$ cat src/logic/dmz_defs.svh
`ifndef DMZ_DEFS_SVH
`define DMZ_DEFS_SVH

// ----------------------------------------------------------------
// Clock and timing
// ----------------------------------------------------------------
`define DMZ_CK_PS 5000
`define DMZ_TMOD_NS 15
`define DMZ_TMOD_CK (((`DMZ_TMOD_NS * 1000) + `DMZ_CK_PS - 1) / `DMZ_CK_PS)
`define DMZ_TMRD_CK 4
`define DMZ_TZQINIT_CK 512
`define DMZ_TZQOPER_CK 256
`define DMZ_TZQCS_CK 64

// ----------------------------------------------------------------
// Mode register fields
// ----------------------------------------------------------------
`define DMZ_MPR_EN_BIT 2
`define DMZ_MPR_SEL_PAT 2'h0
`define DMZ_MR_RESET 14'h0000
`define DMZ_CAL_PATTERN 8'haa
`define DMZ_A_BC4_HI 2
`define DMZ_A_BL8 12

`endif

$ cat src/logic/dmz_pkg.sv
// ----------------------------------------------------------------
// Types shared by the mode / pattern / calibration block
// ----------------------------------------------------------------
package dmz_pkg;
    // Decoded command from the controller
    typedef enum logic [2:0] {
        DMZ_CMD_NOP = 3'h0,
        DMZ_CMD_MRS = 3'h1,
        DMZ_CMD_READ = 3'h2,
        DMZ_CMD_RDAP = 3'h3,
        DMZ_CMD_WRITE = 3'h4,
        DMZ_CMD_ZQCL = 3'h5,
        DMZ_CMD_ZQCS = 3'h6,
        DMZ_CMD_OTHER = 3'h7
    } dmz_cmd_t;

    // Pattern burst generator, Gray along idle -> wait -> burst
    typedef enum logic [1:0] {
        DMZ_ST_IDLE = 2'h0,
        DMZ_ST_WAIT = 2'h1,
        DMZ_ST_BURST = 2'h3
    } dmz_state_t;
endpackage

$ cat src/logic/dmz_mode_ctl.sv
`timescale 1ns/10ps
`include "dmz_defs.svh"

module dmz_mode_ctl #(
    parameter int TMRD_CK = `DMZ_TMRD_CK,
    parameter int TMOD_CK = `DMZ_TMOD_CK,
    parameter int TZQINIT_CK = `DMZ_TZQINIT_CK,
    parameter int TZQOPER_CK = `DMZ_TZQOPER_CK,
    parameter int TZQCS_CK = `DMZ_TZQCS_CK
) (
    input wire logic clk,
    input wire logic rst,
    input wire dmz_pkg::dmz_cmd_t cmd,
    input wire logic [2:0] ba,
    input wire logic [13:0] addr,
    input wire logic [4:0] rl_cycles,
    input wire logic dq_ready,
    output logic [13:0] mr0_q,
    output logic [13:0] mr1_q,
    output logic [13:0] mr2_q,
    output logic [13:0] mr3_q,
    output logic mode_busy_q,
    output logic zq_busy_q,
    output logic array_rd_q,
    output logic cmd_err_q,
    output logic [7:0] dq_q,
    output logic dq_valid_q
);
    import dmz_pkg::*;

    // ----------------------------------------------------------------
    // Parameter checks
    // ----------------------------------------------------------------
    // Counters are ten bits wide; a zero count would never expire cleanly
    if (TMRD_CK < 1 || TMRD_CK > 1023 || TMOD_CK < 1 || TMOD_CK > 1023 ||
        TZQINIT_CK < 1 || TZQINIT_CK > 1023 || TZQOPER_CK < 1 ||
        TZQOPER_CK > 1023 || TZQCS_CK < 1 || TZQCS_CK > 1023) begin : g_bad_timing
        $error("dmz_mode_ctl: timing count out of range");
    end

    // Saturating down count shared by the mode and calibration timers
    function automatic logic [9:0] dec_sat(input logic [9:0] c);
        dec_sat = (c == 10'h000) ? 10'h000 : c - 10'h001;
    endfunction

    // ----------------------------------------------------------------
    // Command decode
    // ----------------------------------------------------------------
    logic [9:0] mrd_cnt_q; // Command lockout after a mode set
    logic [9:0] mod_cnt_q; // Delay until the staged value takes effect
    logic [9:0] zq_cnt_q; // Quiet interval of impedance calibration
    logic [1:0] pend_sel_q; // Register waiting for its update
    logic [13:0] pend_val_q; // Value waiting for its update
    logic zq_init_done_q; // First long calibration already run
    dmz_state_t st_q; // Burst generator state
    logic [4:0] rl_cnt_q; // Read latency countdown
    logic [2:0] beat_q; // Burst position being produced
    logic [2:0] last_q; // Final burst position of this read
    logic skid_v_q; // Second buffer entry occupied
    logic [7:0] skid_q; // Second buffer entry data

    wire is_nop = (cmd == DMZ_CMD_NOP);
    wire is_read = (cmd == DMZ_CMD_READ) || (cmd == DMZ_CMD_RDAP);
    wire is_zq = (cmd == DMZ_CMD_ZQCL) || (cmd == DMZ_CMD_ZQCS);
    wire is_mrs = (cmd == DMZ_CMD_MRS);
    wire mpr_on = mr3_q[`DMZ_MPR_EN_BIT];
    wire pat_ok = (mr3_q[1:0] == `DMZ_MPR_SEL_PAT);
    // Anything other than a read, mode set or no-op is refused in pattern mode
    wire mpr_viol = mpr_on && !is_read && !is_mrs;
    // Only no-ops and further calibration commands may share the quiet interval
    wire zq_viol = (zq_cnt_q != 10'h000) && !is_zq;
    wire quiet_viol = !is_nop && ((mrd_cnt_q != 10'h000) || zq_viol || mpr_viol);
    wire cmd_ok = !quiet_viol;
    wire mrs_go = is_mrs && !ba[2] && cmd_ok;
    wire zq_go = is_zq && cmd_ok;
    // Back-to-back pattern reads are refused while a burst is still out
    wire rd_busy = is_read && mpr_on && (st_q != DMZ_ST_IDLE);
    wire rd_rsv = is_read && mpr_on && !pat_ok; // reserved_encoding select
    wire cal_go = is_read && mpr_on && pat_ok && (st_q == DMZ_ST_IDLE) && cmd_ok;
    wire arr_go = is_read && !mpr_on && cmd_ok;
    wire err_d = quiet_viol || (is_mrs && ba[2]) || rd_busy || rd_rsv;

    // ----------------------------------------------------------------
    // Mode register set with delayed effect
    // ----------------------------------------------------------------
    // An older staged value is committed early when a new one arrives
    wire apply = (mod_cnt_q == 10'h001) || (mrs_go && mod_cnt_q != 10'h000);
    wire [9:0] mrd_cnt_d = mrs_go ? 10'(TMRD_CK) : dec_sat(mrd_cnt_q);
    wire [9:0] mod_cnt_d = mrs_go ? 10'(TMOD_CK) : dec_sat(mod_cnt_q);
    wire [9:0] zq_load = (cmd == DMZ_CMD_ZQCL) ?
        (zq_init_done_q ? 10'(TZQOPER_CK) : 10'(TZQINIT_CK)) : 10'(TZQCS_CK);
    wire [9:0] zq_cnt_d = zq_go ? zq_load : dec_sat(zq_cnt_q);

    // Timers and staged value
    always_ff @(posedge clk) begin
        if (rst) begin
            mrd_cnt_q <= 10'h000;
            mod_cnt_q <= 10'h000;
            zq_cnt_q <= 10'h000;
            pend_sel_q <= 2'h0;
            pend_val_q <= `DMZ_MR_RESET;
            zq_init_done_q <= 1'b0;
            mode_busy_q <= 1'b0;
            zq_busy_q <= 1'b0;
        end else begin
            mrd_cnt_q <= mrd_cnt_d;
            mod_cnt_q <= mod_cnt_d;
            zq_cnt_q <= zq_cnt_d;
            mode_busy_q <= (mrd_cnt_d != 10'h000) || (mod_cnt_d != 10'h000);
            zq_busy_q <= (zq_cnt_d != 10'h000);
            if (mrs_go) begin
                pend_sel_q <= ba[1:0];
                pend_val_q <= addr;
            end
            if (zq_go && cmd == DMZ_CMD_ZQCL) begin
                zq_init_done_q <= 1'b1;
            end
        end
    end

    // Mode registers; reset clears pattern mode as well
    always_ff @(posedge clk) begin
        if (rst) begin
            mr0_q <= `DMZ_MR_RESET;
            mr1_q <= `DMZ_MR_RESET;
            mr2_q <= `DMZ_MR_RESET;
            mr3_q <= `DMZ_MR_RESET;
        end else if (apply) begin
            case (pend_sel_q)
                2'h0: mr0_q <= pend_val_q;
                2'h1: mr1_q <= pend_val_q;
                2'h2: mr2_q <= pend_val_q;
                2'h3: mr3_q <= pend_val_q;
                default: mr0_q <= pend_val_q;
            endcase
        end
    end

    // Command status pulses
    always_ff @(posedge clk) begin
        if (rst) begin
            array_rd_q <= 1'b0;
            cmd_err_q <= 1'b0;
        end else begin
            array_rd_q <= arr_go;
            cmd_err_q <= err_d;
        end
    end

    // ----------------------------------------------------------------
    // Pattern burst generator
    // ----------------------------------------------------------------
    wire gen_valid = (st_q == DMZ_ST_BURST);
    wire gen_ready = !skid_v_q;
    wire in_fire = gen_valid && gen_ready;
    // Each beat drives every data line with the selected pattern bit
    wire [7:0] cal_pat = `DMZ_CAL_PATTERN;
    wire [7:0] gen_data = {8{cal_pat[beat_q]}};
    wire bc4 = !addr[`DMZ_A_BL8];
    wire [2:0] start_beat = (bc4 && addr[`DMZ_A_BC4_HI]) ? 3'h4 : 3'h0;
    wire [2:0] end_beat = (bc4 && !addr[`DMZ_A_BC4_HI]) ? 3'h3 : 3'h7;
    // Latency below two is clamped; the buffer stage costs one cycle
    wire [4:0] rl_load = (rl_cycles < 5'h2) ? 5'h1 : rl_cycles - 5'h1;

    always_ff @(posedge clk) begin
        if (rst) begin
            st_q <= DMZ_ST_IDLE;
            rl_cnt_q <= 5'h00;
            beat_q <= 3'h0;
            last_q <= 3'h0;
        end else begin
            case (st_q)
                DMZ_ST_IDLE: begin
                    if (cal_go) begin
                        st_q <= DMZ_ST_WAIT;
                        rl_cnt_q <= rl_load;
                        beat_q <= start_beat;
                        last_q <= end_beat;
                    end
                end
                DMZ_ST_WAIT: begin
                    if (rl_cnt_q <= 5'h1) begin
                        st_q <= DMZ_ST_BURST;
                    end else begin
                        rl_cnt_q <= rl_cnt_q - 5'h1;
                    end
                end
                DMZ_ST_BURST: begin
                    // Beats leave in ascending order; a stall holds position
                    if (in_fire) begin
                        beat_q <= beat_q + 3'h1;
                        if (beat_q == last_q) begin
                            st_q <= DMZ_ST_IDLE;
                        end
                    end
                end
                default: st_q <= DMZ_ST_IDLE;
            endcase
        end
    end

    // ----------------------------------------------------------------
    // Two-entry output buffer
    // ----------------------------------------------------------------
    // Output entry refills whenever it is empty or being taken
    wire out_take = !dq_valid_q || dq_ready;

    always_ff @(posedge clk) begin
        if (rst) begin
            dq_valid_q <= 1'b0;
            dq_q <= 8'h00;
            skid_v_q <= 1'b0;
            skid_q <= 8'h00;
        end else if (out_take) begin
            if (skid_v_q) begin
                dq_q <= skid_q;
                dq_valid_q <= 1'b1;
                skid_v_q <= 1'b0;
            end else begin
                dq_q <= gen_data;
                dq_valid_q <= in_fire;
            end
        end else if (in_fire) begin
            // Receiver stalled: park the beat so nothing is lost
            skid_v_q <= 1'b1;
            skid_q <= gen_data;
        end
    end

    // ----------------------------------------------------------------
    // Assertions
    // ----------------------------------------------------------------
    localparam int A_MOD_DLY = TMOD_CK + 1;
endmodule // dmz_mode_ctl

$ cat config.mk
export PLATFORM = sky130hd
export DESIGN_NAME = dmz_mode_ctl
export DESIGN_NICKNAME = d
export VERILOG_FILES = /design/src/logic/dmz_pkg.sv /design/src/logic/dmz_mode_ctl.sv
export VERILOG_INCLUDE_DIRS = /design/src /design/src/logic
export SDC_FILE = /design/constraint.sdc
export NUM_CORES = 1
export LEC_CHECK = 0
export BUFFER_PORTS_ARGS = -buffer_cell sky130_fd_sc_hd__buf_2
export CORE_MARGIN = 2
export CORE_UTILIZATION = 35
export CTS_CLUSTER_DIAMETER = 30
export DETAILED_ROUTE_END_ITERATION = 8
export GPL_ROUTABILITY_DRIVEN = 0
export PLACE_DENSITY_LB_ADDON = 0.15
export SLEW_MARGIN = 5
export SYNTH_ARGS = -nofsm -noshare
export SYNTH_HDL_FRONTEND = slang
export SYNTH_SLANG_ARGS = --single-unit
$ cat constraint.sdc
create_clock -name clk -period 3.45 [get_ports clk]
set_input_delay 0.69 -clock clk [delete_from_list [all_inputs] [get_ports clk]]
set_output_delay 0.69 -clock clk [all_outputs]
set_load 0.01 [all_outputs]
-- Yosys cells after proc, flatten, opt, wreduce, memory -nomap -nowiden
Memory sizes are Yosys's and may differ from the RTL's. A register that Yosys moved wholly into a read port is not among the register bits.
Index checks and enable logic that the tools add are counted.
- register bits: 131
- latch bits: 0
- bits in writable memories: 0
- ROM bits: 8
- bits of input ports: 28
- output and inout bits: 69
- logic and storage cells: 146
- memories: 1
- $add $sub $neg: 6
- $mul: 0
- div/mod/pow operators: 0
- magnitude comparators: 3
- eq/ne operators: 17
- shift-type cells: 0
- mux-type cells: 27
- bitwise operators: 1
- reductions and logical operators: 69
- memories (name ; words ; bits a word ; rd ports ; clocked after memory_dff ; write ports ; RTL line ; text):
    (name not given) ; 8 ; 1 ; 1 ; 1 ; 0 ; dmz_mode_ctl.sv:158 ; wire [7:0] gen_data = {8{cal_pat[beat_q]}};
- operators by type and width (operator ; count):
    $mux W10 ; 8
    $reduce_bool A10 Y1 ; 6
    $logic_not A10 Y1 ; 3
    $sub A10 B1 Y10 const B ; 3
    $logic_and A1 B1 Y1 ; 21
    $mux W3 ; 6
    $mux W5 ; 3
    $logic_not A1 Y1 ; 12
    $reduce_and A2 Y1 ; 6
    $eq A10 B1 Y1 const B ; 1
    $logic_or A1 B1 Y1 ; 10
    $pmux W5 S2 ; 1
    $sub A5 B1 Y5 const B ; 2
    $mux W2 ; 4
    $mux W8 ; 1
    $eq A2 B2 Y1 const B ; 3
    $eq A3 B2 Y1 const B ; 2
    $eq A3 B3 Y1 const B ; 2
    $logic_not A2 Y1 ; 3
    $ne A2 B2 Y1 const B ; 3
    $pmux W2 S3 ; 1
    $pmux W3 S2 ; 1
    $reduce_and A3 Y1 ; 2
    $reduce_bool A2 Y1 ; 3
    other kinds (13) ; 16

-- Longest topological paths before layout
Gate-level depths: netlist of the first run.
- word-level depth: 13
- mapped depth: 9

-- Worst setup path before layout of the first run
No wires, ideal clock.
- path kind: input -> register
- from: input cmd[1]
- to: register mr0_q[10]
- library setup time: 72 ps
- arrival time: 2694 ps
- data required time: 3378 ps
- setup slack: 684 ps
- stages: 8
- path buffers: 3
- cell sequence: buf_2 > or4b_1 > or4_4 > nor3_4 > o21a_1 > buf_4 > buf_8 > mux2i_1
- cells in the longest elaborated chain, start to end: 12
- elaborated cells between the ends (all ways): 24
- classes of those cells: 5 x eq/ne; 19 x reduce/logical
- RTL lines (what ; RTL line ; text):
    start: declaration ; dmz_mode_ctl.sv:13 ; input wire dmz_pkg::dmz_cmd_t cmd,
    $eq A3 B3 Y1 / $eq A3 B2 Y1 (equally long branches) ; dmz_mode_ctl.sv:64, dmz_mode_ctl.sv:63 ;
    $logic_or A1 B1 Y1 (on tied branches) ; dmz_mode_ctl.sv:64, dmz_mode_ctl.sv:63 ;
    $logic_not A1 Y1 (on tied branches) ; dmz_mode_ctl.sv:71, dmz_mode_ctl.sv:69 ;
    $logic_and A1 B1 Y1 (on tied branches) ; dmz_mode_ctl.sv:71, dmz_mode_ctl.sv:69 ;
    $logic_or A1 B1 Y1 / $logic_and A1 B1 Y1 (equally long branches) ; dmz_mode_ctl.sv:72, dmz_mode_ctl.sv:69 ;
    $logic_or A1 B1 Y1 ; dmz_mode_ctl.sv:72 ; wire quiet_viol = !is_nop && ((mrd_cnt_q != 10'h000) || zq_viol || mpr_viol);
    $logic_and A1 B1 Y1 ; dmz_mode_ctl.sv:72 ;
    $logic_not A1 Y1 ; dmz_mode_ctl.sv:73 ; wire cmd_ok = !quiet_viol;
    $logic_and A1 B1 Y1 (*) ; dmz_mode_ctl.sv:74 ; wire mrs_go = is_mrs && !ba[2] && cmd_ok;
    $logic_and A1 B1 Y1 (*) ; dmz_mode_ctl.sv:87 ; wire apply = (mod_cnt_q == 10'h001) || (mrs_go && mod_cnt_q != 10'h000);
    $logic_or A1 B1 Y1 (*) ; dmz_mode_ctl.sv:87 ;
    $reduce_and A2 Y1 (no line) (*) ; -- ;
    end signal: assignment ; dmz_mode_ctl.sv:124 ; mr0_q <= `DMZ_MR_RESET;
    end signal: assignment ; dmz_mode_ctl.sv:130 ; 2'h0: mr0_q <= pend_val_q;
    end signal: assignment ; dmz_mode_ctl.sv:134 ; default: mr0_q <= pend_val_q;
    end: declaration ; dmz_mode_ctl.sv:18 ; output logic [13:0] mr0_q,
Every way passes the cells marked *; elsewhere a longest branch is shown, timed or not.
A chain may end at the register's enable or synchronous reset.

-- Worst setup path after layout of the first run
- from: register mod_cnt_q[0]
- to: register mr1_q[13]
- cells in the longest elaborated chain, start to end: 4
- elaborated cells between the ends (all ways): 5
- classes of those cells: 1 x eq/ne; 4 x reduce/logical
- RTL lines (what ; RTL line ; text):
    start: declaration ; dmz_mode_ctl.sv:50 ; logic [9:0] mod_cnt_q;
    start signal: assignment ; dmz_mode_ctl.sv:107 ; mod_cnt_q <= mod_cnt_d;
    $reduce_bool A10 Y1 ; dmz_mode_ctl.sv:87 ;
    $logic_and A1 B1 Y1 ; dmz_mode_ctl.sv:87 ;
    $logic_or A1 B1 Y1 (*) ; dmz_mode_ctl.sv:87 ;
    $reduce_and A2 Y1 (no line) (*) ; -- ;
    end signal: assignment ; dmz_mode_ctl.sv:125 ; mr1_q <= `DMZ_MR_RESET;
    end signal: assignment ; dmz_mode_ctl.sv:131 ; 2'h1: mr1_q <= pend_val_q;
    end: declaration ; dmz_mode_ctl.sv:19 ; output logic [13:0] mr1_q,
Marks and branches as above.

==> out/metrics.yaml, run 1 <==
status: "completed"
grt_max_degree: 46
clk_pin_slew_ns: 0.06
rr_startpoint: "mod_cnt_q[0]"
ys_seq_area_share_pct: 44.8
io_pins: 97
final_area_um2: 6760
setup_viol: 0
fin_skew_ns: 0.00797
row_count: 45
cp.required_ns: 3.79
die_h_um: 130
tightest_slew_ns: 1.08
cp_max_fo: 14
syn_inst: 625
power.density_nw_per_um2: 742
cts_resized: 0
reg2reg_depth: 7
fill_cells: 1558
sw_frac_of_total_pct: 32.3
start_util_pct: 36.1
fin_hold_ws_ns: 0.451
cp-start-kind: "register"
worst_setup_path_end_kind: "register"
p_leak_uw: 0.00300
drv_cap: 0
postCtsHoldBufs: 0
worstSetupPathType: "reg -> reg"
clockRootBuffer: "clkbuf_16"
max-slew-margin-rel_pct: 27.9
dieArea_um2: 16800
post_cts_buffers: 0
pwr-share-comb_pct: 27.4
clk_latency_ns: 0.42
fin_cells: 933
portBuffers: 96
power.internal_uw: 3400
nets: 747
yosys_most_used_dff: "dfxtp_1"
p_seq_share_pct: 35.4
antenna_found_initial: 0
avgViaCountPerCell: 4.92
core_area_um2: 15300
place_hpwl_um: 9520
crit_end: "mr1_q[13]"
via_count: 4595
hold_viol: 0
dpl-instance-area_um2: 6130
clk_path_buf_depth: 2
htree_num_levels: 4
cts_buffers: 17
worst_r2r_endpoint: "mr1_q[13]"
fmax_mhz: 343
startpoint: "mod_cnt_q[0]"
wl_um: 13400
grt_pass1_vias: 4377
cts_sinks: 124
layout-drive-gt1-share_pct: 21.6
ys_ff_latch: 124
cts_tree: "built"
rsz0062_at_grt: "no"
post_drt_wl_per_cell_um: 14.4
ff2ff_setup_slack_ns: 0.54
first_iter_violations: 260
cp.arrival_ns: 3.25
power_frac_clock_pct: 37.2
ant_nets: 0
multi_input_area_um2: 2780
regArea_um2: 2480
p_total_uw: 5010
async_reset_ff_share_pct: 0
ir_worst_vdd_uv: 380
min_path_type: "reg -> reg"
n_antenna_cell: 0
place_inst: 901
die_x_um: 130
yosys_warnings: 0
postSynthAreaPerCell_um2: 8.86
syn_nets: 663
power.net_switching_uw: 1620
synth_cell_types: 59
synth_edf_count: 0
grt_pass1_wl_um: 21500
tns_ns: 0
dr.pass1.iters: 4
syn_to_final_growth_pct: 22.1
fin_crit_sh_pct: 84.4
grtUsageTotal_pct: 16.4
drv_slew: 0
period_needed_ns: 2.91
drcViolationCount: 0
syn_area_um2: 5540
overflow: 0
==> cells in the final DEF (no fill, tap or decap), types with 3 or more instances in the layout <==
| master | n |
|---|---|
| o31ai_1 | 4 |
| clkinv_4 | 3 |
| buf_4 | 8 |
| bufinv_16 | 3 |
| clkbuf_16 | 17 |
| nor2b_1 | 6 |
| inv_6 | 3 |
| ha_1 | 10 |
| dfxtp_1 | 124 |
| nor4_1 | 13 |
| or4_1 | 6 |
| mux2_2 | 3 |
| or3b_2 | 4 |
| or3_1 | 4 |
| o21ai_0 | 14 |
| xor2_1 | 5 |
| clkinv_2 | 3 |
| buf_2 | 96 |
| nor3_1 | 18 |
| a2bb2oi_1 | 3 |
| nand3_1 | 6 |
| or2_2 | 3 |
| nand2_1 | 116 |
| xnor2_1 | 15 |
| a21oi_1 | 33 |
| nand2b_1 | 3 |
| and3_1 | 3 |
| mux2i_1 | 62 |
| nor3b_1 | 5 |
| clkbuf_8 | 3 |
| inv_1 | 18 |
| a211oi_1 | 4 |
| a31oi_1 | 9 |
| nor2_1 | 58 |
==> per-stage QoR <==
stage                     utilization (%)  worst slack, ns
after detailed placement             40.0            0.431
after floorplan                         -            0.684
final                                44.1            0.537
after global placement               40.0            0.491
after CTS                            44.1            0.547
after global routing                 44.1            0.325
==> power by group through the flow <==
stage | Sequential, µW | Combinational [µW] | Clock [µW]
after floorplan | 1740 | 1140 | 0
after global placement | 1790 | 1350 | 0
after detailed placement | 1800 | 1370 | 0
after CTS | 1770 | 1380 | 1900
after global routing | 1800 | 1540 | 1970
final | 1770 | 1370 | 1870
==> metal layers <==
metal  routed length, µm  GRT usage, %  vias to the layer above
met4                 153          5.44                        0
met3                 507          4.88                       13
met5                   0             0                        -
met1                6550          21.6                     2161
met2                6230          25.9                       85
li1                    -             -                     2336
==> worst max-delay path, cell delays in order, from the launching register on <==
cell     delay (ns)
dfxtp_1        0.37
inv_1          0.08
ha_1           0.20
or3b_2         0.55
nor4_4         0.36
nor3_4         0.13
o21ai_2        0.85
mux2i_1        0.28
==> final cells by class <==
cell class	count	share of cell area, %
Clock inverter	12	2.33
Inverter	19	1.06
Clock buffer	20	6.91
Multi-Input combinational cell	443	41.1
Timing Repair Buffer	104	8.00
Tap cell	211	3.91
Sequential cell	124	36.7
==> Yosys cell counts, types with 2 or more instances <==
| master | instances | area (µm²) |
|---|---|---|
| a211oi_1 | 4 | 30.0 |
| o21bai_1 | 2 | 15.0 |
| nand2_1 | 116 | 435 |
| o31ai_1 | 4 | 30.0 |
| and3_1 | 3 | 18.8 |
| nand2b_1 | 3 | 18.8 |
| dfxtp_1 | 124 | 2480 |
| xnor2_1 | 15 | 131 |
| mux2_2 | 3 | 33.8 |
| ha_1 | 10 | 125 |
| or4b_1 | 2 | 20.0 |
| o21ai_0 | 14 | 70.1 |
| o21a_1 | 2 | 15.0 |
| buf_4 | 9 | 67.6 |
| xor2_1 | 5 | 43.8 |
| a21oi_1 | 33 | 165 |
| nor3b_1 | 5 | 37.5 |
| mux2i_1 | 62 | 621 |
| buf_2 | 4 | 20.0 |
| or4_4 | 2 | 22.5 |
| inv_1 | 18 | 67.6 |
| nand3b_1 | 2 | 15.0 |
| a2bb2oi_1 | 3 | 26.3 |
| nor4b_1 | 2 | 17.5 |
| or3b_2 | 4 | 35.0 |
| or3_1 | 4 | 25.0 |
| nor4_1 | 13 | 81.3 |
| a31oi_1 | 9 | 56.3 |
| nor3_1 | 19 | 95.1 |
| or4_1 | 6 | 45.0 |
| nor2_1 | 58 | 218 |
| or2_2 | 3 | 18.8 |
| buf_6 | 2 | 22.5 |
| o21ai_2 | 2 | 17.5 |
| nand3_1 | 6 | 30.0 |
| nor2b_1 | 6 | 37.5 |
| a21o_1 | 2 | 15.0 |
| clkbuf_1 | 23 | 86.3 |
==> kinds of logic (layout without fill, tap and decap cells) <==
group	count (synthesis)	count (layout)	share of synthesized area [%]
adder cells (fa/ha/maj)	10	10	2.26
AND/OR/NAND/NOR	258	258	22.2
multiplexers	65	65	11.8
XOR/XNOR	20	20	3.16
flip-flops	124	124	44.8
buffers and inverters	58	155	5.11
AO/OA/AOI/OAI	90	90	10.6
==> worst min-delay path by stage <==
stage | slack (ns) | depth (start not counted) | startpoint | end
after global routing | 0.46 | 2 | pend_val_q[1] | pend_val_q[1]
final | 0.45 | 2 | pend_val_q[9] | pend_val_q[9]
after floorplan | 0.42 | 1 | mrd_cnt_q[0] | mrd_cnt_q[0]
after CTS | 0.45 | 2 | pend_val_q[1] | pend_val_q[1]
after detailed placement | 0.44 | 2 | pend_val_q[1] | pend_val_q[1]
after global placement | 0.44 | 2 | pend_val_q[8] | pend_val_q[8]
==> registers in the layout, summed over array words and instances (netlist names), 2 cells and up <==
register / count
zq_cnt_q: 10
mr1_q: 14
mod_cnt_q: 10
mrd_cnt_q: 10
last_q: 2
pend_val_q: 14
pend_sel_q: 2
mr2_q: 14
mr3_q: 14
st_q: 2
mr0_q: 14
beat_q: 3
rl_cnt_q: 5
Note: power is estimated with default switching activity, not from simulation.
==> inputs of run 2 (changes only) <==
--- a/config.mk
+++ b/config.mk
@@ -6,6 +6,7 @@
 export SDC_FILE = /design/constraint.sdc
 export NUM_CORES = 1
 export LEC_CHECK = 0
+export ABC_AREA = 1
 export BUFFER_PORTS_ARGS = -buffer_cell sky130_fd_sc_hd__buf_2
 export CORE_MARGIN = 2
 export CORE_UTILIZATION = 35
==> constraint.sdc (replaced) <==
create_clock -name clk -period 2.81 [get_ports clk]
set_input_delay 0.562 -clock clk [delete_from_list [all_inputs] [get_ports clk]]
set_output_delay 0.562 -clock clk [all_outputs]
set_load 0.01 [all_outputs]
==> out/metrics.yaml, run 2 <==
post_drt_wl_per_cell_um: 13.8  # -4.1%
grt_use_met1_pct: 24.3  # +2.7 points
hp-start: "addr[10]"
dr.pass1.iters: 5  # +1
power.density_nw_per_um2: 886  # +19%
p_leak_uw: 0.00290  # -3.2%
cp-start-kind: "register"
clk_latency_ns: 0.42  # about the same
async_reset_ff_share_pct: 0  # unchanged
hold_viol: 0  # unchanged
overflow: 0  # unchanged
cts_resized: 0  # unchanged
cts_sinks: 124  # unchanged
regArea_um2: 2480  # unchanged
grt_pass1_wl_um: 22700  # +5.3%
p_total_uw: 5910  # +18%
max-slew-margin-rel_pct: 55.2  # +27 points
cp_slowest_cell: "nand2_1"
setup_viol: 0  # unchanged
period_needed_ns: 2.40  # -0.515 ns
syn_nets: 782  # +18%
postSynthAreaPerCell_um2: 7.36  # -17%
cpPeakStageDelay_ns: 0.44  # -0.41 ns
synth_top_area_share_pct: 45.3  # +0.46 points
n_antenna_cell: 0  # unchanged
post_cts_buffers: 0  # unchanged
layout_common_cells: "nand2_1, dfxtp_1, buf_2"
utilization_pct: 43.8  # -0.35 points
syn_to_final_growth_pct: 21.9
row_count: 45  # unchanged
ir_worst_vdd_uv: 534  # +41%
grt_max_degree: 99  # +120%
cts_buffers: 17  # unchanged
drv_cap: 0  # unchanged
clk_pin_slew_ns: 0.05  # about the same
fin_skew_ns: 0.00734  # -0.000637 ns
fin_crit_sh_pct: 85.4  # +0.92 points
status: "completed"
drcViolationCount: 0  # unchanged
yosys.area.top_type: "dfxtp_1"
syn_area_um2: 5480  # -1.0%
portBuffers: 96  # unchanged
multi_input_area_um2: 2500  # -9.9%
yosys_warnings: 0  # unchanged
first_iter_violations: 355  # +37%
synthTopCellsByArea: "dfxtp_1, nand2_1, a21oi_1, nand3_1, inv_1"
die_h_um: 129  # -0.50%
drv_slew: 0  # unchanged
yosysMostFrequentCell: "nand2_1"
grtUsageMet3_pct: 4.29  # -0.59 points
via_count: 5126  # +12%
layout-drive-gt1-share_pct: 17.3  # -4.3 points
rsz0062_at_grt: "no"
synth_common_cells: "nand2_1, dfxtp_1, a21oi_1"
clk_path_buf_depth: 2  # unchanged
nets: 867  # +16%
fill_cells: 1565  # +0.45%
grtUsageTotal_pct: 17.6  # +1.1 points
cp_max_fo: 14  # unchanged
postCtsHoldBufs: 0  # unchanged
tns_ns: 0  # unchanged
fmax_mhz: 417  # +21%
worst_setup_path_end_kind: "register"
ys_seq_area_share_pct: 45.3  # +0.46 points
crit_path_frequent_cell: "nand2_1"
synth_cell_types: 35  # -41%
grt.busiest_layer: "met2"
worstSetupPathType: "reg -> reg"
die_x_um: 129  # -0.50%
ant_nets: 0  # unchanged
grt_pass1_vias: 4639  # +6.0%
core_area_um2: 15300  # -0.37%
min_path_type: "in -> reg"
avgViaCountPerCell: 4.87  # -1.2%
wl_um: 14500  # +8.2%
rr_startpoint: "mrd_cnt_q[0]"
layout_commonest_cell: "nand2_1"
ys_ff_latch: 124  # unchanged
path_cells: "inv_1 -> ha_1 -> nand2_1 -> nor2_1 -> nand2_1 -> nor2_2 -> nand3_2 -> o22ai_4 -> nand2_1 -> nand2_1 -> a21oi_1"
start_util_pct: 35.9  # -0.24 points
startpoint: "mrd_cnt_q[0]"
synth_edf_count: 0  # unchanged
cp.arrival_ns: 2.68  # -0.57 ns
tightest_slew_ns: 0.671  # -0.409 ns
yosys_most_used_dff: "dfxtp_1"
place_hpwl_um: 10200  # +7.1%
htree_num_levels: 4  # unchanged
cp.required_ns: 3.09  # -0.70 ns
cts_tree: "built"
dieArea_um2: 16700  # -0.99%
clockRootBuffer: "clkbuf_16"
antenna_found_initial: 0  # unchanged
syn_inst: 744  # +19%
io_pins: 97  # unchanged
use_met2_pct: 26.3  # +0.42 points
[run 2: changes by cell type in the layout (fill, tap and decap cells not counted), sizes merged, moves of 10 or more]
cell	delta
nand2	+19
nand3	+79
mux2i	-62
xnor2	-10
nor4	-11
a21oi	+58
inv	+55
o21ai	+22
nor2	+17
[run 2: logic make-up after synthesis]
family | synth area share (%)
buf+inv | 9.20
compound gates | 14.0
fa+ha+maj | 2.28
simple gates | 26.3
xor+xnor | 2.88
flops | 45.3
[run 2: final timing paths]
kind | to | slack (ns) | cells past startpoint
hold / removal | pend_val_q[10] | 0.43 | 3
hold reg to reg | mrd_cnt_q[0] | 0.45 | 1
setup / recovery | mr0_q[12] | 0.41 | 11
setup reg to reg | mr0_q[12] | 0.41 | 11
[run 2: through the flow]
step                      hold WS, ns  setup WS [ns]  cell area, µm²  instances
after CTS                       0.419          0.436            6680       1053
after detailed placement        0.443          0.322            6090       1021
after global placement          0.437          0.356            6090       1021
final                           0.429          0.411            6680       1053
after global routing            0.436          0.115            6680       1053
after floorplan                 0.426          0.908            5480        744
[run 2: power by group]
part           leakage (µW)  switching, µW  internal, µW  total (µW)
Combinational       0.00160           1090           620        1710
Clock              0.000297            755          1410        2170
Sequential          0.00101            117          1920        2040
[run 2: area by class of cell]
type	count	share of cell area [%]
flip-flops and latches	124	37.2
multi-input cells	505	37.4
inverters	77	4.33
clock inverters	7	1.27
repair buffers	104	8.28
well taps	211	3.95
clock buffers	25	7.57
[run 2: critical path, delay by kind of cell, from the launching register on]
| family | cells | cell delay [ns] |
|---|---|---|
| fa+ha+maj | 1 | 0.21 |
| buf+inv | 1 | 0.13 |
| flops | 1 | 0.31 |
| simple gates | 7 | 1.20 |
| compound gates | 2 | 0.39 |
[run 2: metal layers]
metal  vias to the layer above  part of all wire, %
met5                         -                    0
met4                         0                  1.3
li1                       2620                    -
met2                       138                   44
met1                      2352                   50
met3                        16                  5.1
